--- config.mk ---
export PLATFORM = sky130hd
export DESIGN_NAME = qer_dev_flat
export DESIGN_NICKNAME = d
export VERILOG_FILES = /design/src/pkg/qer_pkg.sv /design/src/pkg/qer_link_if.sv /design/src/core/qer_dev.sv /design/src/flat_wrapper.sv
export SDC_FILE = /design/constraint.sdc
export NUM_CORES = 2
export LEC_CHECK = 0
export ABC_AREA = 0
export BUFFER_PORTS_ARGS = -buffer_cell sky130_fd_sc_hd__buf_2
export CORE_MARGIN = 5
export CORE_UTILIZATION = 40
export DETAILED_ROUTE_END_ITERATION = 16
export GPL_TIMING_DRIVEN = 0
export PLACE_DENSITY = 0.57
export REMOVE_ABC_BUFFERS = 1
export SYNTH_ARGS = -nofsm -noshare
export SYNTH_HDL_FRONTEND = slang
export SYNTH_SLANG_ARGS = --single-unit
--- constraint.sdc ---
create_clock -name pclk -period 3.85 [get_ports pclk]
set_input_delay 0.5775 -clock pclk [delete_from_list [all_inputs] [get_ports pclk]]
set_output_delay 0.5775 -clock pclk [all_outputs]
set_load 0.1 [all_outputs]
--- src/pkg/qer_pkg.sv ---
// Shared constants for the quadrature readout link, both ends
// Behaviour
// RULE1: Motor-one position read sends address, code, no checksum
// RULE2: Position answer is six bytes, count MSB first
// RULE3: Position counter is unsigned 32-bit, steps per pulse
// RULE4: Underflow flag set on wrap, cleared when returned
// RULE5: Direction bit: zero forward, one backward
// RULE6: Overflow flag set on wrap, cleared when returned
// RULE7: Bit 7 encoder ok; bits 3-6 reserved
// RULE8: Every read answer ends with a checksum
// RULE9: Checksum is byte sum masked to seven bits
// RULE10: Code 17 reads motor-two position and status
// RULE11: Codes 18/19 read pulses per second
// RULE12: Speed answer fifth byte is direction, then checksum
// RULE13: Code 20 clears both counters, needs checksum
// RULE14: Gain load sends D, P, I, rate in order
// RULE15: Each constant is four bytes, MSB first
// RULE16: Host appends checksum to every gain load
// RULE17: Reset restores default proportional, integral, derivative gains
// RULE18: Default full-speed pulse rate is 44000
// RULE19: Codes 30/31 read pulses in last 1/125 s
// RULE20: Fast speed answer is four bytes plus checksum
// RULE21: Bad checksum write is discarded, nothing changes
package qer_pkg;
  localparam logic [7:0] CMD_POS1 = 8'h10;
  localparam logic [7:0] CMD_POS2 = 8'h11;
  localparam logic [7:0] CMD_SPD1 = 8'h12;
  localparam logic [7:0] CMD_SPD2 = 8'h13;
  localparam logic [7:0] CMD_CLR = 8'h14;
  localparam logic [7:0] CMD_PID1 = 8'h1C;
  localparam logic [7:0] CMD_PID2 = 8'h1D;
  localparam logic [7:0] CMD_HSP1 = 8'h1E;
  localparam logic [7:0] CMD_HSP2 = 8'h1F;
  localparam logic [7:0] CRC_MASK = 8'h7F;
  localparam logic [7:0] DEF_UNIT_ADDR = 8'h80;
  localparam int ST_UNDER = 0;
  localparam int ST_DIR = 1;
  localparam int ST_OVER = 2;
  localparam int ST_OK = 7;
  localparam logic [31:0] DEF_P = 32'h0000_0200;
  localparam logic [31:0] DEF_I = 32'h0000_0100;
  localparam logic [31:0] DEF_D = 32'h0000_0080;
  localparam logic [31:0] DEF_RATE = 32'd44000;
  localparam logic [31:0] CNT_MAX = 32'hFFFF_FFFF;
  localparam int CLK_HZ = 125_000_000;
  localparam int SEC_CYC = CLK_HZ;
  localparam int HSP_DIV = 125;
  localparam int HSP_CYC = CLK_HZ / HSP_DIV;
  localparam logic [4:0] PAY_LAST = 5'd15;
  localparam logic [4:0] LEN_LONG = 5'd6;
  localparam logic [4:0] LEN_SHORT = 5'd5;
  localparam logic [4:0] LEN_PID = 5'd19;
  localparam logic [4:0] LEN_CLR = 5'd3;
  localparam logic [4:0] LEN_READ = 5'd2;
  localparam logic [7:0] OFS_CTRL = 8'h00;
  localparam logic [7:0] OFS_TX0 = 8'h04;
  localparam logic [7:0] OFS_TX1 = 8'h08;
  localparam logic [7:0] OFS_TX2 = 8'h0C;
  localparam logic [7:0] OFS_TX3 = 8'h10;
  localparam logic [7:0] OFS_RXVAL = 8'h14;
  localparam logic [7:0] OFS_RXINFO = 8'h18;
  localparam logic [7:0] OFS_STAT = 8'h1C;
  localparam int STAT_BUSY = 0;
  localparam int STAT_DONE = 1;
  localparam int STAT_CRCERR = 2;
endpackage : qer_pkg

--- src/pkg/qer_link_if.sv ---
// Byte link between the host end and the readout device
interface qer_link_if (
  input wire logic pclk
);
  logic [7:0] h2d_data;
  logic h2d_valid;
  logic [7:0] d2h_data;
  logic d2h_valid;
  modport dev (input pclk, input h2d_data, input h2d_valid, output d2h_data, output d2h_valid);
  modport host (input pclk, output h2d_data, output h2d_valid, input d2h_data, input d2h_valid);
endinterface : qer_link_if

--- src/core/qer_dev.sv ---
// Device end: encoder counters, speed capture, command parser
//
// Our own choices: the register offsets and the APB slave port.
module qer_dev
  import qer_pkg::*;
#(
  parameter logic [7:0] UNIT_ADDR = DEF_UNIT_ADDR,
  parameter int SEC_CYCLES = SEC_CYC,
  parameter int HSP_CYCLES = HSP_CYC
) (
  input wire logic pclk,
  input wire logic presetn,
  qer_link_if.dev link,
  input wire logic [1:0] enc_a,
  input wire logic [1:0] enc_b,
  input wire logic [1:0] enc_ok,
  output logic [1:0][31:0] gain_p,
  output logic [1:0][31:0] gain_i,
  output logic [1:0][31:0] gain_d,
  output logic [1:0][31:0] full_speed_pulse_rate
);
  typedef enum logic [2:0] {S_ADDR, S_CMD, S_PAY, S_CRC, S_SEND} qer_dst_t;
  logic [5:0] s1_r, s2_r, s3_r, flt_r, flt_nxt;
  logic [5:0] raw;
  logic [1:0] a_prev_r, b_prev_r;
  logic [1:0][31:0] cnt_r, cnt_nxt, sec_acc_r, sec_acc_nxt, sec_val_r, sec_val_nxt;
  logic [1:0][31:0] hsp_acc_r, hsp_acc_nxt, hsp_val_r, hsp_val_nxt;
  logic [1:0] under_r, under_nxt, over_r, over_nxt, dir_r, dir_nxt;
  logic [1:0] st_clr, cnt_clr;
  logic [31:0] sec_tmr_r, sec_tmr_nxt, hsp_tmr_r, hsp_tmr_nxt;
  logic sec_tick, hsp_tick;
  qer_dst_t st_r, st_nxt;
  logic [7:0] cmd_r, cmd_nxt, sum_r, sum_nxt, txd_r, txd_nxt;
  logic txv_r, txv_nxt;
  logic [4:0] idx_r, idx_nxt;
  logic [127:0] pay_r, pay_nxt;
  logic [39:0] tx_r, tx_nxt;
  logic [1:0][31:0] gp_r, gp_nxt, gi_r, gi_nxt, gd_r, gd_nxt, gq_r, gq_nxt;

  assign raw = {enc_ok, enc_b, enc_a};
  // Pins settle through three stages; a change counts once two agree
  always_comb begin
    flt_nxt = flt_r;
    for (int k = 0; k < 6; k++) begin
      if (s2_r[k] == s3_r[k]) begin
        flt_nxt[k] = s3_r[k];
      end
    end
  end
  always_ff @(posedge pclk or negedge presetn) begin
    if (!presetn) begin
      s1_r <= '0;
      s2_r <= '0;
      s3_r <= '0;
      flt_r <= '0;
      a_prev_r <= '0;
      b_prev_r <= '0;
    end else begin
      s1_r <= raw;
      s2_r <= s1_r;
      s3_r <= s2_r;
      flt_r <= flt_nxt;
      a_prev_r <= flt_r[1:0];
      b_prev_r <= flt_r[3:2];
    end
  end

  // Free-running sample windows shared by both channels
  always_comb begin
    sec_tick = (sec_tmr_r == 32'(SEC_CYCLES - 1));
    hsp_tick = (hsp_tmr_r == 32'(HSP_CYCLES - 1));
    sec_tmr_nxt = sec_tick ? '0 : sec_tmr_r + 32'd1;
    hsp_tmr_nxt = hsp_tick ? '0 : hsp_tmr_r + 32'd1;
  end

  generate
    for (genvar c = 0; c < 2; c++) begin : g_ch
      logic ea, eb, chg, up;
      assign ea = flt_r[c];
      assign eb = flt_r[2 + c];
      // A double transition is a lost step, not a pulse
      assign chg = (ea ^ a_prev_r[c]) ^ (eb ^ b_prev_r[c]);
      assign up = ea ^ b_prev_r[c];
      always_comb begin
        cnt_nxt[c] = cnt_r[c];
        under_nxt[c] = st_clr[c] ? 1'b0 : under_r[c]; // [RULE4]
        over_nxt[c] = st_clr[c] ? 1'b0 : over_r[c]; // [RULE6]
        dir_nxt[c] = dir_r[c];
        sec_acc_nxt[c] = sec_acc_r[c];
        hsp_acc_nxt[c] = hsp_acc_r[c];
        if (chg) begin
          dir_nxt[c] = ~up; // [RULE5]
          sec_acc_nxt[c] = sec_acc_r[c] + 32'd1;
          hsp_acc_nxt[c] = hsp_acc_r[c] + 32'd1;
          if (up) begin
            cnt_nxt[c] = cnt_r[c] + 32'd1; // [RULE3]
            if (cnt_r[c] == CNT_MAX) begin
              over_nxt[c] = 1'b1; // [RULE6]
            end
          end else begin
            cnt_nxt[c] = cnt_r[c] - 32'd1; // [RULE3]
            if (cnt_r[c] == '0) begin
              under_nxt[c] = 1'b1; // [RULE4]
            end
          end
        end
        if (cnt_clr[c]) begin
          cnt_nxt[c] = '0; // [RULE13]
        end
        sec_val_nxt[c] = sec_tick ? sec_acc_nxt[c] : sec_val_r[c]; // [RULE11]
        hsp_val_nxt[c] = hsp_tick ? hsp_acc_nxt[c] : hsp_val_r[c]; // [RULE19]
        if (sec_tick) begin
          sec_acc_nxt[c] = '0;
        end
        if (hsp_tick) begin
          hsp_acc_nxt[c] = '0;
        end
      end
    end
  endgenerate

  function automatic logic [7:0] status_of(input int c, input logic [1:0] un, input logic [1:0] ov,
                                           input logic [1:0] dr, input logic [5:0] f);
    logic [7:0] s;
    s = '0; // [RULE7]
    s[ST_UNDER] = un[c];
    s[ST_DIR] = dr[c];
    s[ST_OVER] = ov[c];
    s[ST_OK] = f[4 + c];
    return s;
  endfunction : status_of

  // Parser: address, code, payload, checksum; answers are sent back to back
  always_comb begin
    st_nxt = st_r;
    cmd_nxt = cmd_r;
    sum_nxt = sum_r;
    idx_nxt = idx_r;
    pay_nxt = pay_r;
    tx_nxt = tx_r;
    txd_nxt = 8'h00;
    txv_nxt = 1'b0;
    st_clr = '0;
    cnt_clr = '0;
    gp_nxt = gp_r;
    gi_nxt = gi_r;
    gd_nxt = gd_r;
    gq_nxt = gq_r;
    unique case (st_r)
      S_ADDR: begin
        if (link.h2d_valid && link.h2d_data == UNIT_ADDR) begin
          sum_nxt = link.h2d_data;
          st_nxt = S_CMD;
        end
      end
      S_CMD: begin
        if (link.h2d_valid) begin
          cmd_nxt = link.h2d_data;
          sum_nxt = sum_r + link.h2d_data; // [RULE9]
          idx_nxt = LEN_LONG;
          st_nxt = S_SEND;
          unique case (link.h2d_data)
            CMD_POS1: begin
              tx_nxt = {cnt_r[0], status_of(0, under_r, over_r, dir_r, flt_r)}; // [RULE2]
              st_clr[0] = 1'b1; // [RULE4] [RULE6]
            end
            CMD_POS2: begin
              tx_nxt = {cnt_r[1], status_of(1, under_r, over_r, dir_r, flt_r)}; // [RULE10]
              st_clr[1] = 1'b1; // [RULE4] [RULE6]
            end
            CMD_SPD1: tx_nxt = {sec_val_r[0], 7'h00, dir_r[0]}; // [RULE11] [RULE12]
            CMD_SPD2: tx_nxt = {sec_val_r[1], 7'h00, dir_r[1]}; // [RULE11] [RULE12]
            CMD_HSP1: begin
              tx_nxt = {hsp_val_r[0], 8'h00}; // [RULE19]
              idx_nxt = LEN_SHORT; // [RULE20]
            end
            CMD_HSP2: begin
              tx_nxt = {hsp_val_r[1], 8'h00}; // [RULE19]
              idx_nxt = LEN_SHORT; // [RULE20]
            end
            CMD_CLR: st_nxt = S_CRC; // [RULE13]
            CMD_PID1, CMD_PID2: begin
              idx_nxt = '0;
              st_nxt = S_PAY;
            end
            default: st_nxt = S_ADDR;
          endcase
        end
      end
      S_PAY: begin
        if (link.h2d_valid) begin
          pay_nxt = {pay_r[119:0], link.h2d_data}; // [RULE15]
          sum_nxt = sum_r + link.h2d_data;
          idx_nxt = idx_r + 5'd1;
          if (idx_r == PAY_LAST) begin
            st_nxt = S_CRC;
          end
        end
      end
      S_CRC: begin
        if (link.h2d_valid) begin
          st_nxt = S_ADDR;
          if (link.h2d_data == (sum_r & CRC_MASK)) begin // [RULE21]
            if (cmd_r == CMD_CLR) begin
              cnt_clr = 2'b11; // [RULE13]
            end else begin
              // Payload arrives D, P, I, rate
              gd_nxt[cmd_r == CMD_PID2] = pay_r[127:96]; // [RULE14]
              gp_nxt[cmd_r == CMD_PID2] = pay_r[95:64];
              gi_nxt[cmd_r == CMD_PID2] = pay_r[63:32];
              gq_nxt[cmd_r == CMD_PID2] = pay_r[31:0];
            end
          end
        end
      end
      S_SEND: begin
        // Link is half duplex; bytes arriving now are dropped
        txv_nxt = 1'b1;
        idx_nxt = idx_r - 5'd1;
        if (idx_r == 5'd1) begin
          txd_nxt = sum_r & CRC_MASK; // [RULE8] [RULE9]
          st_nxt = S_ADDR;
        end else begin
          txd_nxt = tx_r[39:32];
          sum_nxt = sum_r + tx_r[39:32];
          tx_nxt = {tx_r[31:0], 8'h00};
        end
      end
      default: st_nxt = S_ADDR;
    endcase
  end

  always_ff @(posedge pclk or negedge presetn) begin
    if (!presetn) begin
      cnt_r <= '0;
      under_r <= '0;
      over_r <= '0;
      dir_r <= '0;
      sec_acc_r <= '0;
      sec_val_r <= '0;
      hsp_acc_r <= '0;
      hsp_val_r <= '0;
      sec_tmr_r <= '0;
      hsp_tmr_r <= '0;
      st_r <= S_ADDR;
      cmd_r <= '0;
      sum_r <= '0;
      idx_r <= '0;
      pay_r <= '0;
      tx_r <= '0;
      txd_r <= '0;
      txv_r <= 1'b0;
      gp_r <= {DEF_P, DEF_P}; // [RULE17]
      gi_r <= {DEF_I, DEF_I}; // [RULE17]
      gd_r <= {DEF_D, DEF_D}; // [RULE17]
      gq_r <= {DEF_RATE, DEF_RATE}; // [RULE18]
    end else begin
      cnt_r <= cnt_nxt;
      under_r <= under_nxt;
      over_r <= over_nxt;
      dir_r <= dir_nxt;
      sec_acc_r <= sec_acc_nxt;
      sec_val_r <= sec_val_nxt;
      hsp_acc_r <= hsp_acc_nxt;
      hsp_val_r <= hsp_val_nxt;
      sec_tmr_r <= sec_tmr_nxt;
      hsp_tmr_r <= hsp_tmr_nxt;
      st_r <= st_nxt;
      cmd_r <= cmd_nxt;
      sum_r <= sum_nxt;
      idx_r <= idx_nxt;
      pay_r <= pay_nxt;
      tx_r <= tx_nxt;
      txd_r <= txd_nxt;
      txv_r <= txv_nxt;
      gp_r <= gp_nxt;
      gi_r <= gi_nxt;
      gd_r <= gd_nxt;
      gq_r <= gq_nxt;
    end
  end

  assign link.d2h_data = txd_r;
  assign link.d2h_valid = txv_r;
  assign gain_p = gp_r;
  assign gain_i = gi_r;
  assign gain_d = gd_r;
  assign full_speed_pulse_rate = gq_r;
endmodule : qer_dev

--- src/flat_wrapper.sv ---
// flat-port wrapper written by rule: the top's interface ports become plain ports
module qer_dev_flat import qer_pkg::*;
#(
  parameter logic [7:0] UNIT_ADDR = DEF_UNIT_ADDR,
  parameter int SEC_CYCLES = SEC_CYC,
  parameter int HSP_CYCLES = HSP_CYC
)
  (pclk, presetn, enc_a, enc_b, enc_ok, gain_p, gain_i, gain_d, full_speed_pulse_rate, link_h2d_data, link_h2d_valid, link_d2h_data, link_d2h_valid);
  qer_link_if link_i (.pclk(pclk));
  input wire logic pclk;
  input wire logic presetn;
  input wire logic [1:0] enc_a;
  input wire logic [1:0] enc_b;
  input wire logic [1:0] enc_ok;
  output logic [1:0][31:0] gain_p;
  output logic [1:0][31:0] gain_i;
  output logic [1:0][31:0] gain_d;
  output logic [1:0][31:0] full_speed_pulse_rate;
  input wire logic [$bits(link_i.h2d_data)-1:0] link_h2d_data;
  input wire logic [$bits(link_i.h2d_valid)-1:0] link_h2d_valid;
  output wire logic [$bits(link_i.d2h_data)-1:0] link_d2h_data;
  output wire logic [$bits(link_i.d2h_valid)-1:0] link_d2h_valid;
  assign link_i.h2d_data = link_h2d_data;
  assign link_i.h2d_valid = link_h2d_valid;
  assign link_d2h_data = link_i.d2h_data;
  assign link_d2h_valid = link_i.d2h_valid;
  qer_dev #(.UNIT_ADDR(UNIT_ADDR), .SEC_CYCLES(SEC_CYCLES), .HSP_CYCLES(HSP_CYCLES)) u_core (.pclk(pclk), .presetn(presetn), .link(link_i), .enc_a(enc_a), .enc_b(enc_b), .enc_ok(enc_ok), .gain_p(gain_p), .gain_i(gain_i), .gain_d(gain_d), .full_speed_pulse_rate(full_speed_pulse_rate));
endmodule
==> impl_metrics.csv <==
group,metric,value,unit
grt,overflow,0,
grt,grt_pass1_vias,27060,
synth,yosys.area_share.adder,0.8639,%
place,hpwl,67460,um
floorplanning,dieArea,105600,um^2
synth,syn-instance-count,3579,
sta,worstMarginPinSlew,1.327,ns
sta,drv_slew,0,
drt,routed_wl,98130,um
grt,grt_first_pass_wirelength,158000,um
grt,antenna_found_initial,1,
synth,synth_area,39680,um^2
floorplanning,dieWidth,325.0,um
grt,grt_max_degree,117,
worst_hold_path,holdCritPathClass,"input port to flop",
place,placement.io_buffers,281,
sta,finClkSkew,0.04971,ns
critical_path,cp_common_cell,"buf_16",
synth,synth-edff-count,0,
critical_path,cp-end-kind,"flop",
floorplanning,start_util,40.32,%
finish,mostFrequentLayoutCells,"dfrtp_1, mux2_2, nor2_1",
place,place.gp.congestion,0.8641,
clock_network,clk_latency,0.69,ns
synth,ys_ff_latch,870,
critical_path,cp-start-kind,"input port",
finish,final_common_cell,"dfrtp_1",
synth,synth_compound_area_share,7.308,%
synth,synthMuxAreaShare,13.91,%
critical_path,reg2reg_depth,10,
grt,grt_usage,18.25,%
drt,wl_met2,44170,um
critical_path,endpoint,"u_core.full_speed_pulse_rate[56]",
synth,syn_area_per_cell,11.09,um^2
sta,relSlewSlack,11.50,%
critical_path,r2r-start,"u_core.flt_r[0]",
floorplanning,core_area,98420,um^2
drt,vias_per_cell,5.325,
sta,min_period,3.667,ns
floorplanning,num_rows,115,
critical_path,cp_slowest_cell,"nor3_2",
power_and_ir_drop,vdd_ir_drop_max,0.3229,mV
synth,synthArstFlopShare,100.0,%
sta,setup_viol,0,
critical_path,r2r_slack,0.26,ns
drt,drt_iter0_markers,2169,
drt,dr_wl_met3,4525,um
critical_path,rr_endpoint,"u_core.cnt_r[20]",
clock_network,cts_buffers,94,
critical_path,worstSetupPathType,"input port to flop",
power_and_ir_drop,p_leak,21.70,nW
synth,synth-seq-area-share,54.93,%
clock_network,cts.sinks,870,
finish,area_growth,16.41,%
synth,synth_cell_types,94,
job,cap_violations,0,
finish,final_cell_count_no_fill,5161,
sta,fmax,0.2727,GHz
floorplanning,dieHeight,325.0,um
sta,hold_viol_final,0,
clock_network,cts-root-to-sink-buffers,3,
drt,wl_per_cell,19.01,um
synth,synth_top_family_by_area,"simple AND/OR/NAND/NOR gates",
drt,drt_first_pass_iters,6,
synth,ys_warn_count,0,
finish,nFillCells,9088,
sta,final.period_utilization,95.25,%
critical_path,cp_max_fo,51,
drt,drc,0,
synth,synth_simple_gate_area_share,14.21,%
status,status,"completed",
synth,synth_xor_area_share,5.934,%
critical_path,required,4.43,ns
finish,post-route-util,46.94,%
finish,drive_gt1_share,25.61,%
clock_network,clkTransAtPathRegs,0.06,ns
drt,met1_length,47240,um
power_and_ir_drop,p_per_area,547.5,nW/um^2
clock_network,cts_root_buf,"clkbuf_16",
finish,nNetsFinal,3833,
critical_path,crit_chain,"buf_4 -> buf_16 -> xor2_1 -> or4_1 -> nor3_2 -> nand3_4 -> buf_16 -> buf_12 -> mux2_1",
critical_path,cp.arrival,4.24,ns
clock_network,htreeDepth,3,
drt,ant_nets,0,
drt,routed.top_layer,"met5",
place,place_inst,4972,
drt,num_vias,27480,
floorplanning,io_pins,282,
clock_network,cts_tree,"yes",
critical_path,worstSetupStartpoint,"link_h2d_data[0]",
critical_path,max_stage_delay,0.66,ns
synth,ys.flop_type,"dfrtp_1",
report_power, final:
part	total [W]	internal (W)	switching (W)	leakage, nW
Clock	0.00944	0.00558	0.00386	1.62
Combinational	0.00449	0.00177	0.00272	8.52
Sequential	0.0114	0.00999	0.00137	11.6
Total	0.0253	0.0173	0.00795	21.7
flip-flops by register name (all words and copies together), names as in the netlist, 7 cells and up:
register / flops
u_core.hsp_tmr_r: 32
u_core.gain_i: 64
u_core.sec_acc_r: 64
u_core.cnt_r: 64
u_core.pay_r: 128
u_core.full_speed_pulse_rate: 64
u_core.cmd_r: 8
u_core.sec_val_r: 64
u_core.sum_r: 7
u_core.gain_p: 64
u_core.gain_d: 64
u_core.hsp_acc_r: 64
u_core.sec_tmr_r: 32
u_core.tx_r: 36
u_core.link.d2h_data: 8
u_core.hsp_val_r: 64
metrics by stage:
stage	TNS (ns)	worst slack, ns	hold slack, ns	total power [W]	cell area (um^2)
floorplan	-1426.90	-7.256	0.2819	0.01419	38680
global placement	-	-17.15	0.3323	0.01572	41700
detailed placement	-50.20	-0.6863	0.3378	0.01589	42720
CTS	0	0.04351	0.2173	0.02548	46100
global route	-0.01354	-0.01354	0.2454	0.02666	46200
finish	0	0.1827	0.2697	0.02529	46200
worst max-delay path: cells and delay by family:
kind,cells,cell delay (ns)
and+or+nand+nor,3,1.71
buffers and inverters,4,1.32
xor gates and xnor gates,1,0.13
muxes,1,0.33
synthesized netlist by cell type, types with 16 or more instances:
master,n,area share (%)
nor2_1,363,3.4
mux2i_1,71,1.8
nand3_1,102,1.3
ha_1,21,0.66
xnor2_1,129,2.8
and4_1,22,0.49
clkbuf_1,151,1.4
buf_1,16,0.15
a22oi_1,37,0.70
nor3_1,68,0.86
nand4_1,78,1.2
buf_2,41,0.52
dfstp_2,22,1.5
dfrtp_1,848,53
nand2_1,356,3.4
and2_1,21,0.33
a21oi_1,82,1.0
xor2_1,128,2.8
and3_1,43,0.68
o211ai_1,30,0.57
inv_1,31,0.29
or4_1,18,0.34
o21ai_0,224,2.8
nor4_1,44,0.69
mux2_2,421,12
how the worst min path moves through the flow:
stage                     startpoint            endpoint  slack, ns  cells after the start
finish              link_h2d_data[5]     u_core.pay_r[5]       0.27                      2
floorplan                    presetn  u_core.a_prev_r[0]       0.28                      0
global placement      u_core.s1_r[1]      u_core.s2_r[1]       0.33                      0
global route        link_h2d_data[5]     u_core.pay_r[5]       0.25                      2
detailed placement    u_core.s1_r[5]      u_core.s2_r[5]       0.34                      0
CTS                 link_h2d_data[5]     u_core.pay_r[5]       0.22                      2
per-layer routing:
metal,GRT usage (%),vias to the layer above
met5,0,-
met3,2.931,125
met4,5.051,2
li1,-,13010
met1,26.92,13700
met2,28.08,651
kinds of logic (layout without fill, tap and decap cells):
group           count (synthesis)  after routing
compound gates                478            478
xor+xnor                      262            262
fa+ha+maj                      28             28
buf+inv                       258            550
flops                         870            870
mux                           498            498
other cells                     0              1
simple gates                 1185           1187
final cells by class:
class	count	area (um^2)	share of cell area [%]
inverter	33	130.1	0.2817
clock buffer	131	2671	5.782
tap	1287	1610	3.486
clock inverter	44	630.6	1.365
antenna	1	2.502	0.005417
sequential	870	21800	47.18
multi-input combinational	2453	16910	36.61
timing repair inverter	1	5.005	0.01083
timing repair buffer	341	2437	5.276
what timing repair did:
item,4_1_cts,5_1_grt
pin swaps,0,1
setup endpoints to repair,1,41
gates cloned,1,2
endpoints found under the hold margin,60,0
resized for setup,1,3
hold buffers,7,0
buffers inserted,0,2
No activity file was read; power rests on OpenSTA's default activity.
